<file path="src/rtl/arcc_pkg.sv">
// Purpose: constants shared by the converter result correction register block
// Assumes: 32-bit classic Wishbone bus, word index times four gives the byte address
// Notes: gain factor is 1.11 unsigned fixed point, offset term is 12-bit two's complement
package arcc_pkg;
  // register word indices (byte address is index times four)
  localparam logic [5:0] ARCC_IDX_GAIN = 6'h24;
  localparam logic [5:0] ARCC_IDX_OFFS = 6'h26;
  localparam logic [5:0] ARCC_IDX_TRIM = 6'h28;
  localparam logic [5:0] ARCC_IDX_DBG = 6'h2A;
  localparam logic [5:0] ARCC_IDX_WINUP = 6'h2C;
  localparam logic [5:0] ARCC_IDX_CTRL = 6'h2E;
  localparam logic [5:0] ARCC_IDX_STAT = 6'h30;

  // field widths and positions
  localparam int ARCC_RES_W = 12;
  localparam int ARCC_WIN_W = 16;
  localparam int ARCC_TRIM_W = 11;
  localparam int ARCC_GAIN_FRAC = 11;
  localparam int ARCC_CTRL_EN_BIT = 0;
  localparam int ARCC_CTRL_CORR_BIT = 1;
  localparam int ARCC_CTRL_WIN_BIT = 2;
  localparam int ARCC_DBG_RUN_BIT = 0;
  localparam int ARCC_STAT_ABOVE_BIT = 16;
  localparam int ARCC_STAT_RUN_BIT = 17;

  // reset values
  localparam logic [11:0] ARCC_GAIN_RST = 12'h000;
  localparam logic [11:0] ARCC_OFFS_RST = 12'h000;
  localparam logic [10:0] ARCC_TRIM_RST = 11'h000;
  localparam logic ARCC_DBG_RUN_RST = 1'b0;
  localparam logic [15:0] ARCC_WINUP_RST = 16'h0000;
  localparam logic [2:0] ARCC_CTRL_RST = 3'h0;

  // datapath constants
  localparam logic [11:0] ARCC_GAIN_ONE = 12'h800;
  localparam logic [11:0] ARCC_RES_MAX = 12'hFFF;

  // merge write data into an old word under the byte lane selects
  function automatic logic [31:0] arcc_bytewrite(input logic [31:0] old_w,
                                                 input logic [31:0] new_w,
                                                 input logic [3:0] sel);
    logic [31:0] res;
    res = old_w;
    for (int b = 0; b < 4; b++) begin
      if (sel[b]) begin
        res[8*b +: 8] = new_w[8*b +: 8];
      end
    end
    return res;
  endfunction
endpackage

</file>
<file path="src/rtl/arcc_correct.sv">
// Purpose: gain and offset correction of one conversion result
// Assumes: one result per valid_i pulse, output registered one cycle later
// Notes: result is saturated to the 12-bit range after correction
`timescale 1ns/1ns
module arcc_correct (
  // clock and reset
  input wire logic clk_i,
  input wire logic rst_i,
  // raw result in
  input wire logic valid_i,
  input wire logic [arcc_pkg::ARCC_RES_W-1:0] raw_i,
  // correction settings
  input wire logic corr_en_i,
  input wire logic [11:0] gain_i,
  input wire logic [11:0] offset_i,
  // corrected result out
  output logic valid_o,
  output logic [arcc_pkg::ARCC_RES_W-1:0] result_o
);
  import arcc_pkg::*;

  logic signed [13:0] diff;
  logic signed [26:0] prod;
  logic signed [15:0] scaled;
  logic [11:0] clamped;
  logic [11:0] result_d;
  logic valid_q;
  logic [11:0] result_q;

  // subtract signed offset, then scale by the 1.11 gain factor
  assign diff = $signed({2'b00, raw_i}) - $signed({{2{offset_i[11]}}, offset_i});
  assign prod = diff * $signed({1'b0, gain_i});
  assign scaled = 16'(prod >>> ARCC_GAIN_FRAC);
  assign clamped = scaled[15] ? 12'h000 :
                   (scaled > $signed({4'h0, ARCC_RES_MAX})) ? ARCC_RES_MAX : scaled[11:0];
  // bypass when compensation is off
  assign result_d = corr_en_i ? clamped : raw_i;

  // output register
  always_ff @(posedge clk_i) begin
    if (rst_i) begin
      valid_q <= 1'b0;
      result_q <= 12'h000;
    end else begin
      valid_q <= valid_i;
      if (valid_i) begin
        result_q <= result_d;
      end
    end
  end

  assign valid_o = valid_q;
  assign result_o = result_q;
endmodule

</file>
<file path="src/rtl/arcc_window.sv">
// Purpose: window monitor upper threshold check on corrected results
// Assumes: result and upper limit are unsigned
// Notes: above flag holds until the next checked result or until the monitor is off
`timescale 1ns/1ns
module arcc_window (
  // clock and reset
  input wire logic clk_i,
  input wire logic rst_i,
  // result in
  input wire logic valid_i,
  input wire logic [arcc_pkg::ARCC_RES_W-1:0] result_i,
  // monitor settings
  input wire logic win_en_i,
  input wire logic [arcc_pkg::ARCC_WIN_W-1:0] upper_i,
  // status out
  output logic above_o
);
  import arcc_pkg::*;

  logic above_q;
  logic above_now;

  // compare the result zero-extended to 16 bits against the upper limit
  assign above_now = {4'h0, result_i} > upper_i;

  // flag register
  always_ff @(posedge clk_i) begin
    if (rst_i || !win_en_i) begin
      above_q <= 1'b0;
    end else if (valid_i) begin
      above_q <= above_now;
    end
  end

  assign above_o = above_q;
endmodule

</file>
<file path="src/rtl/arcc_top.sv">
// Purpose: register tail of the converter: correction, window limit, trim, debug halt
// Assumes: classic Wishbone slave, 32-bit data, one clock, synchronous reset
// Notes: registers take one word each at index times four; unmapped reads give zero
//
// The Wishbone interface to the registers was decided locally.
`timescale 1ns/1ns
module arcc_top (
  // clock and reset
  input wire logic clk_i,
  input wire logic rst_i,
  // wishbone slave
  input wire logic cyc_i,
  input wire logic stb_i,
  input wire logic we_i,
  input wire logic [7:0] adr_i,
  input wire logic [3:0] sel_i,
  input wire logic [31:0] dat_i,
  output logic [31:0] dat_o,
  output logic ack_o,
  // converter side
  input wire logic dbg_halt_i,
  input wire logic conv_valid_i,
  input wire logic [arcc_pkg::ARCC_RES_W-1:0] conv_data_i,
  output logic conv_run_o,
  output logic [arcc_pkg::ARCC_RES_W-1:0] result_o,
  output logic result_valid_o,
  output logic window_above_o,
  output logic [arcc_pkg::ARCC_TRIM_W-1:0] trim_o
);
  import arcc_pkg::*;

  logic ack_q;
  logic [31:0] rdata_q;
  logic [11:0] gain_q;
  logic [11:0] offs_q;
  logic [10:0] trim_q;
  logic run_q;
  logic [15:0] winup_q;
  logic [2:0] ctrl_q;
  logic req;
  logic wr_en;
  logic [5:0] idx;
  logic hit_gain;
  logic hit_offs;
  logic hit_trim;
  logic hit_dbg;
  logic hit_winup;
  logic hit_ctrl;
  logic hit_stat;
  logic [31:0] cur_word;
  logic [31:0] new_word;
  logic [31:0] rdata_d;
  logic conv_en;
  logic corr_en;
  logic win_en;
  logic take_conv;
  logic corr_valid;
  logic [11:0] corr_result;

  // bus decode
  assign req = cyc_i && stb_i;
  assign idx = adr_i[7:2];
  assign wr_en = req && we_i && ack_q;
  assign hit_gain = idx == ARCC_IDX_GAIN;
  assign hit_offs = idx == ARCC_IDX_OFFS;
  assign hit_trim = idx == ARCC_IDX_TRIM;
  assign hit_dbg = idx == ARCC_IDX_DBG;
  assign hit_winup = idx == ARCC_IDX_WINUP;
  assign hit_ctrl = idx == ARCC_IDX_CTRL;
  assign hit_stat = idx == ARCC_IDX_STAT;

  // control bits
  assign conv_en = ctrl_q[ARCC_CTRL_EN_BIT];
  assign corr_en = ctrl_q[ARCC_CTRL_CORR_BIT];
  assign win_en = ctrl_q[ARCC_CTRL_WIN_BIT];

  // read mux, reserved bits read as zero
  assign rdata_d = hit_gain ? {20'h00000, gain_q} :
                   hit_offs ? {20'h00000, offs_q} :
                   hit_trim ? {21'h000000, trim_q} :
                   hit_dbg ? {31'h00000000, run_q} :
                   hit_winup ? {16'h0000, winup_q} :
                   hit_ctrl ? {29'h00000000, ctrl_q} :
                   hit_stat ? {14'h0000, conv_run_o, window_above_o, 4'h0, result_o} :
                   32'h00000000;
  assign cur_word = rdata_d;
  assign new_word = arcc_bytewrite(cur_word, dat_i, sel_i);

  // ack one cycle after the request, dropped the cycle after
  always_ff @(posedge clk_i) begin
    if (rst_i) begin
      ack_q <= 1'b0;
      rdata_q <= 32'h00000000;
    end else begin
      ack_q <= req && !ack_q;
      if (req && !ack_q) begin
        rdata_q <= rdata_d;
      end
    end
  end

  // correction, trim and window upper limit registers
  always_ff @(posedge clk_i) begin
    if (rst_i) begin
      gain_q <= ARCC_GAIN_RST;
      offs_q <= ARCC_OFFS_RST;
      trim_q <= ARCC_TRIM_RST;
      winup_q <= ARCC_WINUP_RST;
    end else if (wr_en) begin
      if (hit_gain) begin
        gain_q <= new_word[11:0];
      end
      if (hit_offs) begin
        offs_q <= new_word[11:0];
      end
      if (hit_trim) begin
        trim_q <= new_word[10:0];
      end
      if (hit_winup) begin
        winup_q <= new_word[15:0];
      end
    end
  end

  // control and debug bits; run-while-halted locked while enabled
  always_ff @(posedge clk_i) begin
    if (rst_i) begin
      ctrl_q <= ARCC_CTRL_RST;
      run_q <= ARCC_DBG_RUN_RST;
    end else if (wr_en) begin
      if (hit_ctrl) begin
        ctrl_q <= new_word[2:0];
      end
      if (hit_dbg && !conv_en) begin
        run_q <= new_word[ARCC_DBG_RUN_BIT];
      end
    end
  end

  // converter runs while enabled unless halted by debug without run-while-halted
  assign conv_run_o = conv_en && (!dbg_halt_i || run_q);
  assign take_conv = conv_valid_i && conv_run_o;

  arcc_correct u_correct (
    .clk_i(clk_i),
    .rst_i(rst_i),
    .valid_i(take_conv),
    .raw_i(conv_data_i),
    .corr_en_i(corr_en),
    .gain_i(gain_q),
    .offset_i(offs_q),
    .valid_o(corr_valid),
    .result_o(corr_result)
  );

  arcc_window u_window (
    .clk_i(clk_i),
    .rst_i(rst_i),
    .valid_i(corr_valid),
    .result_i(corr_result),
    .win_en_i(win_en),
    .upper_i(winup_q),
    .above_o(window_above_o)
  );

  // outputs
  assign dat_o = rdata_q;
  assign ack_o = ack_q;
  assign result_o = corr_result;
  assign result_valid_o = corr_valid;
  assign trim_o = trim_q;
endmodule

</file>
<file path="config.mk">
export PLATFORM = sky130hd
export DESIGN_NAME = arcc_top
export DESIGN_NICKNAME = d
export VERILOG_FILES = /design/src/rtl/arcc_pkg.sv /design/src/rtl/arcc_correct.sv /design/src/rtl/arcc_window.sv /design/src/rtl/arcc_top.sv
export SDC_FILE = /design/constraint.sdc
export NUM_CORES = 1
export LEC_CHECK = 0
export ABC_AREA = 1
export BUFFER_PORTS_ARGS = -buffer_cell sky130_fd_sc_hd__buf_2
export CORE_MARGIN = 2
export CORE_UTILIZATION = 31
export CTS_CLUSTER_SIZE = 20
export DETAILED_ROUTE_END_ITERATION = 10
export SLEW_MARGIN = 10
export SYNTH_ARGS = -nofsm -noshare
export SYNTH_HDL_FRONTEND = slang
export SYNTH_HIERARCHICAL = 1
export SYNTH_SLANG_ARGS = --single-unit
</file>
<file path="constraint.sdc">
create_clock -name clk_i -period 10.2 [get_ports clk_i]
set_input_delay 2.04 -clock clk_i [delete_from_list [all_inputs] [get_ports clk_i]]
set_output_delay 2.04 -clock clk_i [all_outputs]
set_load 0.01 [all_outputs]
</file>
==> metrics.md, run 1 <==
| Metric | Value |
|---|---|
| Outcome | finished, final reports clean |
| Fmax | 0.112 GHz |
| Area of the mapped netlist | around 12000 um^2 |
| Clk slew on worst S/H paths | roughly 0.07 ns |
| First-pass iteration count of the detailed router | 5 |
| Most used routing layer | met2 |
| Setup Skew | about 0.0093 ns |
| Util after Layout | 0.345 |
| Max Slew Vio Count | 0 |
| Max-Cap Viols | 0 |
| Synth cell types | 45 |
| Grt met3 use | 0.0186 |
| PwrDens | 57.8 nW/um^2 |
| IO Port Bufs | 87 |
| Post-synthesis async set-or-reset flop share | 0 |
| Chip height | just over 200 um |
| Worst EP required | approximately 10 ns |
| Setup TNS | 0 ns |
| Antenna Violating Nets Remaining | 0 |
| Tmin final | around 8.9 ns |
| Actual slew at the worst max-slew pin | about 0.93 ns |
| CTS buffer count | 9 |
| Storage element area | between 1500 and 2000 um^2 |
| CTS tree | done |
| LEAKAGE | slightly above 7 nW |
| Global-route wire length before repair | ~56000 um |
| Placed instance count | between 2000 and 2500 |
| I/O pins | 122 |
| Final period utilization | 0.873 |
| Hold buffer count at cts | 0 |
| Met2 usage | 0.277 |
| Syn Area/Cell | around 7.1 um^2 |
| Final std cells w/o fill | roughly 2300 |
| Max clock buf depth | 2 |
| Area of the multi-input gates | 8700 um^2 |
| Layout cells sized above 1 | 0.114 |
| Die area | roughly 41000 um^2 |
| DRC | 0 |
| RSZ-0062 raised after global routing | false |
| Seq/Total Area, Yosys | 0.144 |
| CTS root buffer | clkbuf_16 |
| Placer Congestion | around 0.96 |
| H-tree Lvls | 3 |
| Vias/cell | roughly 4.6 |
| Inserted Diodes | 0 |
| CP arrival | a little over 9 ns |
| CP Class | in2reg |
| Post-DP HPWL | between 20000 and 30000 um |
| Final Net Count | around 2100 |
| Fillers | 4155 |
| Number of global-route vias before repair | around 11000 |
| Warnings from Yosys | 6 |
| GRT overflow | 0 |
| Crit. End Element | flip-flop |
| Met1 Track Usage GR | 0.242 |
| Maximum VDD drop | 0.0000694 V |
| CP max-delay cell | fa_1 |
| Crit path launch type | input pin |
| Post-CTS setup buffer count | 0 |
| Die X | around 200 um |
| Max FO, Critical Path | 12 |
| Core area | ~39000 um^2 |
| Leading register cell type out of synthesis | dfxtp_1 |
| Slowest stage delay, CP | between 0.7 and 0.8 ns |
| DR WL/cell | 15.0 um |
| Synthesized flop and latch total | 88 |
| Final setup fails | 0 |
| DRT iter0 DRCs | between 600 and 700 |
| Final hold vios | 0 |
| Synth-to-layout area growth | 9.04% |
| Syn Inst Count | between 1500 and 2000 |
| Initial antenna violation count | 0 |
| Starting Density | 0.316 |
| Number of synthesized flops with an enable pin | 0 |
| All-Layer GR Usage | 0.170 |
| Relative slew slack | 0.375 |
| DR vias | between 10000 and 15000 |
| Post-Route WL | 34600 um |
| Crit path top cell by count | fa_1 |
| Largest net degree at the start of global routing | 35 |
| Latest clock arrival within the worst-skew pair | 0.35 ns |
| CTS sink count | a little under 90 |
| Post_cts resized | 0 |
| Row count | 72 |
| Hold crit path type | reg2reg |
==> per-layer routing <==
layer  up-vias  wire length [um]
met3        41              1780
met1      5085             16400
li1       5314                 -
met4         0               600
met2       275             15800
met5         -                 0
==> per-stage QoR <==
stage	total power, W	hold WS [ns]	instance area (um^2)	setup WS (ns)
4_1_cts	0.000775	0.474	13400	1.36
5_1_grt	0.000796	0.491	13400	0.751
3_3_place_gp	0.000450	0.453	13100	1.10
3_5_place_dp	0.000451	0.463	13100	0.982
6_report	0.000773	0.472	13400	1.29
2_1_floorplan	0.000415	0.461	12300	2.10
==> cell usage after synthesis (5+ instances only) <==
cell type,count,area share
clkbuf_1,23,0.0070
buf_6,7,0.0064
nand2_1,366,0.11
ha_1,91,0.093
xnor2_1,10,0.0071
nor2_1,160,0.049
inv_2,9,0.0028
buf_4,19,0.012
a21oi_2,12,0.0086
nand2_2,20,0.010
nor3_1,7,0.0029
nand3_1,70,0.029
nor2_2,7,0.0036
o21ai_0,64,0.026
a21oi_1,111,0.045
nand4_1,9,0.0046
xor2_1,23,0.016
o21bai_1,5,0.0031
o21a_1,7,0.0043
nand3_2,13,0.011
a31oi_1,7,0.0036
dfxtp_1,88,0.14
or2_2,23,0.012
inv_1,384,0.12
fa_1,149,0.24
buf_2,6,0.0024
clkinv_1,7,0.0021
==> sequential cells by signal, summed over array words and instances (netlist names) <==
signal and count:
gain_q 12, ctrl_q 3, winup_q 16, offs_q 12, u_correct/valid_o 1, run_q 1, u_correct/result_o 12, u_window/above_o 1
trim_o 11, dat_o 18, ack_o 1
==> area by class of cell <==
class,count,area share
well taps,518,0.0484
clock buffers,9,0.0168
clock inverters,7,0.00449
flip-flops and latches,88,0.132
multi-input cells,1196,0.650
repair buffers,93,0.0359
inverters,400,0.112
==> cell usage in the layout, fill, tap and decap left out, types with 9 or more instances in the layout <==
master,n
nand2_2,20
inv_1,384
or2_2,23
nand3_2,13
nor2_1,160
nand3_1,70
xnor2_1,10
fa_1,149
dfxtp_1,88
nand4_1,9
nand2_1,366
clkbuf_16,9
ha_1,91
o21ai_0,64
buf_2,87
a21oi_1,111
inv_2,9
a21oi_2,12
xor2_1,23
conb_1,14
==> worst max-delay path, delay by kind of cell <==
family | cells | cell delay, ns
AO/OA/AOI/OAI | 7 | 1.57
XOR/XNOR | 1 | 0.16
buffers and inverters | 6 | 0.69
adder cells (fa/ha/maj) | 7 | 3.49
AND/OR/NAND/NOR | 7 | 1.22
==> power by group <==
part	internal, W	switching (W)	total, W
Clock	0.000170	0.000159	0.000329
Sequential	0.000346	0.00000131	0.000347
Combinational	0.0000257	0.0000715	0.0000972
==> path summary, 6_finish.rpt <==
kind         slack [ns]  cells past startpoint            from               endpoint
min                0.47                      2       dat_o[16]              dat_o[16]
max reg2reg        2.63                     28       offs_q[5]  u_correct/result_o[4]
min reg2reg        0.47                      2       dat_o[16]              dat_o[16]
max                1.29                     28  conv_data_i[3]  u_correct/result_o[4]
==> cells by family (layout without fill, tap and decap cells) <==
logic type | Yosys count | after routing | synth area share
buffers and inverters | 456 | 509 | 0.151
flip-flops | 88 | 88 | 0.144
other | 1 | 14 | 0.000306
AND/OR/NAND/NOR | 692 | 692 | 0.248
XOR/XNOR | 33 | 33 | 0.0236
adder cells (fa/ha/maj) | 240 | 240 | 0.336
AO/OA/AOI/OAI | 217 | 217 | 0.0979
Note: power is estimated with default switching activity, not from simulation.
==> run 2, diff against run 1 <==
--- a/config.mk
+++ b/config.mk
@@ -9,6 +9,7 @@
 export BUFFER_PORTS_ARGS = -buffer_cell sky130_fd_sc_hd__buf_2
 export CORE_MARGIN = 2
 export CORE_UTILIZATION = 31
+export CTS_CLUSTER_DIAMETER = 50
 export CTS_CLUSTER_SIZE = 20
 export DETAILED_ROUTE_END_ITERATION = 10
 export SLEW_MARGIN = 10
==> constraint.sdc (replaced) <==
create_clock -name clk_i -period 9.1 [get_ports clk_i]
set_input_delay 1.82 -clock clk_i [delete_from_list [all_inputs] [get_ports clk_i]]
set_output_delay 1.82 -clock clk_i [all_outputs]
set_load 0.01 [all_outputs]
==> run 2 against run 1 <==
  * Critical path depth rose by 3
  * Combinational power rose by 12%
  * Register-to-register slack got worse by 0.86 ns
  * Die area did not move
  * Setup slack got worse by 0.67 ns
  * Hold slack got worse by 0.0069 ns
  * Wire length fell by 0.80%
  * Highest routed layer unchanged
==> metrics.md, run 2 (synthesis results as in run 1) <==
| Metric | Value |
|---|---|
| Maximum VDD drop | 0.0000868 V (+25%) |
| CTS buffer count | 9 (unchanged) |
| Setup Skew | 0.0126 ns (+0.00327 ns) |
| Crit. End Element | flip-flop |
| IO Port Bufs | 87 (unchanged) |
| Post-DP HPWL | 28800 um (+0.59%) |
| Placed instance count | 2298 (+0.13%) |
| Commonest non-fill, non-tap cell in the layout | inv_1 |
| DRC | 0 (unchanged) |
| Antenna Violating Nets Remaining | 0 (unchanged) |
| CP arrival | 8.70 ns (-0.50 ns) |
| Fmax | roughly 0.12 GHz |
| Die X | 203 um (unchanged) |
| Worst EP required | 9.33 ns (-1.16 ns) |
| Actual slew at the worst max-slew pin | 0.930 ns (-0.00435 ns) |
| Most frequent cells in the layout | inv_1 (384), nand2_1 (366), nor2_1 (160), fa_1 (149), a21oi_1 (111) |
| LEAKAGE | 7.10 nW (+0.30%) |
| GRT overflow | 0 (unchanged) |
| CP max-delay cell | fa_1 |
| Hold crit path type | reg2reg |
| Placer Congestion | 0.881 (-8.2%) |
| Post-CTS setup buffer count | 0 (unchanged) |
| I/O pins | 122 (unchanged) |
| Switching Share | 0.297 (-0.00244) |
| Tmin final | approximately 8.5 ns |
| Internal power | 0.000612 W (+13%) |
| Setup TNS | 0 ns (unchanged) |
| Clk pwr share | 0.427 (+0.002) |
| PwrDens | 64.8 nW/um^2 (+12%) |
| Synth-to-layout area growth | 9.33% |
| Combinational group share of total power | 0.126 (about the same) |
| Crit path launch type | input pin |
| Post-Route WL | 34300 um (-0.80%) |
| Post_cts resized | 0 (unchanged) |
| First-pass iteration count of the detailed router | 5 (unchanged) |
| Final setup fails | 0 (unchanged) |
| Crit path top cell by count | nand2_1 |
| Total chip power | 0.000870 W (+13%) |
| DRT iter0 DRCs | 735 (+14%) |
| Hold buffer count at cts | 0 (unchanged) |
| Final std cells w/o fill | 2314 (+0.13%) |
| Layout cells sized above 1 | 0.116 (+0.00148) |
| Relative slew slack | 0.379 (+0.00434) |
| Clk slew on worst S/H paths | 0.07 ns (about the same) |
| Inserted Diodes | 0 (unchanged) |
| H-tree Lvls | 3 (unchanged) |
| DR vias | 10800 (+0.59%) |
| Outcome | finished, final reports clean |
| Starting Density | 0.316 (unchanged) |
| CTS tree | done |
| All-Layer GR Usage | 0.171 (+0.000975) |
| Max Slew Vio Count | 0 (unchanged) |
| Max clock buf depth | 2 (unchanged) |
| Initial antenna violation count | 0 (unchanged) |
| Chip height | 203 um (unchanged) |
| Slowest stage delay, CP | 0.75 ns (about the same) |
| Largest net degree at the start of global routing | 37 (+5.7%) |
| RSZ-0062 raised after global routing | false |
| CTS sink count | 88 (unchanged) |
| Final period utilization | 0.931 |
| Latest clock arrival within the worst-skew pair | 0.35 ns (about the same) |
| Row count | 72 (unchanged) |
| Util after Layout | 0.346 (+0.000903) |
| Max-Cap Viols | 0 (unchanged) |
| Final hold vios | 0 (unchanged) |
| Sequential share of power | 0.447 (-0.002) |
| CP Class | in2reg |
| Max FO, Critical Path | 12 (unchanged) |
| Number of global-route vias before repair | 10700 (+0.89%) |
| Max reg flops | 18 (unchanged) |
| DR WL/cell | 14.8 um (-0.93%) |
| R2r worst-path depth | 31 (+11%) |
| Final Net Count | 2094 (+0.14%) |
| CTS root buffer | clkbuf_16 |
| Global-route wire length before repair | 56200 um (+0.48%) |
| Die area | 41200 um^2 (unchanged) |
| Vias/cell | 4.66 (+0.46%) |
| P_sw | 0.000258 W (+12%) |
| Hold Path Cell Cnt | 2 (unchanged) |
| Core area | 38800 um^2 (unchanged) |
[run 2: cell count changes in the layout (fill, tap and decap cells not counted)]
cell	delta
clkinv_2	-1
buf_4	+3
clkinvlp_4	-1
clkinv_4	+1
clkinv_8	+1
[run 2: worst max-delay path: cells and delay by family]
kind	cells	cell delay, ns
AOI/OAI and AO/OA	6	0.97
and+or+nand+nor	12	1.55
adders and majority gates	7	3.56
buffers and inverters	5	0.61
xor gates and xnor gates	1	0.16
[run 2: area by class of cell]
| class | instances | area (um^2) |
|---|---|---|
| timing repair buffer | 96 | 503 |
| sequential | 88 | 1760 |
| tap | 518 | 648 |
| multi-input combinational | 1196 | 8700 |
| clock inverter | 7 | 72.6 |
| fill | 4204 | 25400 |
| inverter | 400 | 1500 |
| clock buffer | 9 | 225 |
[run 2: worst paths after layout]
check | start | endpoint | slack [ns]
worst max-delay path | conv_data_i[5] | u_correct/result_o[4] | 0.63
worst min-delay path | dat_o[17] | dat_o[17] | 0.46
worst max register to register | offs_q[10] | u_correct/result_o[4] | 1.77
worst min register to register | dat_o[17] | dat_o[17] | 0.46
[run 2: power groups by stage]
stage          clock network [W]  registers [W]   logic, W
2_1_floorplan                  0       0.000399  0.0000661
3_3_place_gp                   0       0.000398   0.000107
3_5_place_dp                   0       0.000398   0.000108
4_1_cts                 0.000376       0.000389   0.000109
5_1_grt                 0.000396       0.000389   0.000119
6_report                0.000371       0.000389   0.000109
[run 2: layer usage]
metal  wire length (um)  global-route usage  vias to the layer above
li1                   -                   -                     5320
met3               1870              0.0196                       48
met4                778              0.0438                        0
met1              16200               0.245                     5113
met5                  0                   0                        -
met2              15500               0.274                      297
[run 2: through the flow]
stage	instance area, um^2	setup slack [ns]	hold WS [ns]
after detailed placement	13100	0.286	0.459
final	13400	0.628	0.465
after global routing	13400	0.0648	0.491
after floorplan	12300	1.22	0.461
after CTS	13400	0.654	0.469
after global placement	13100	0.384	0.454
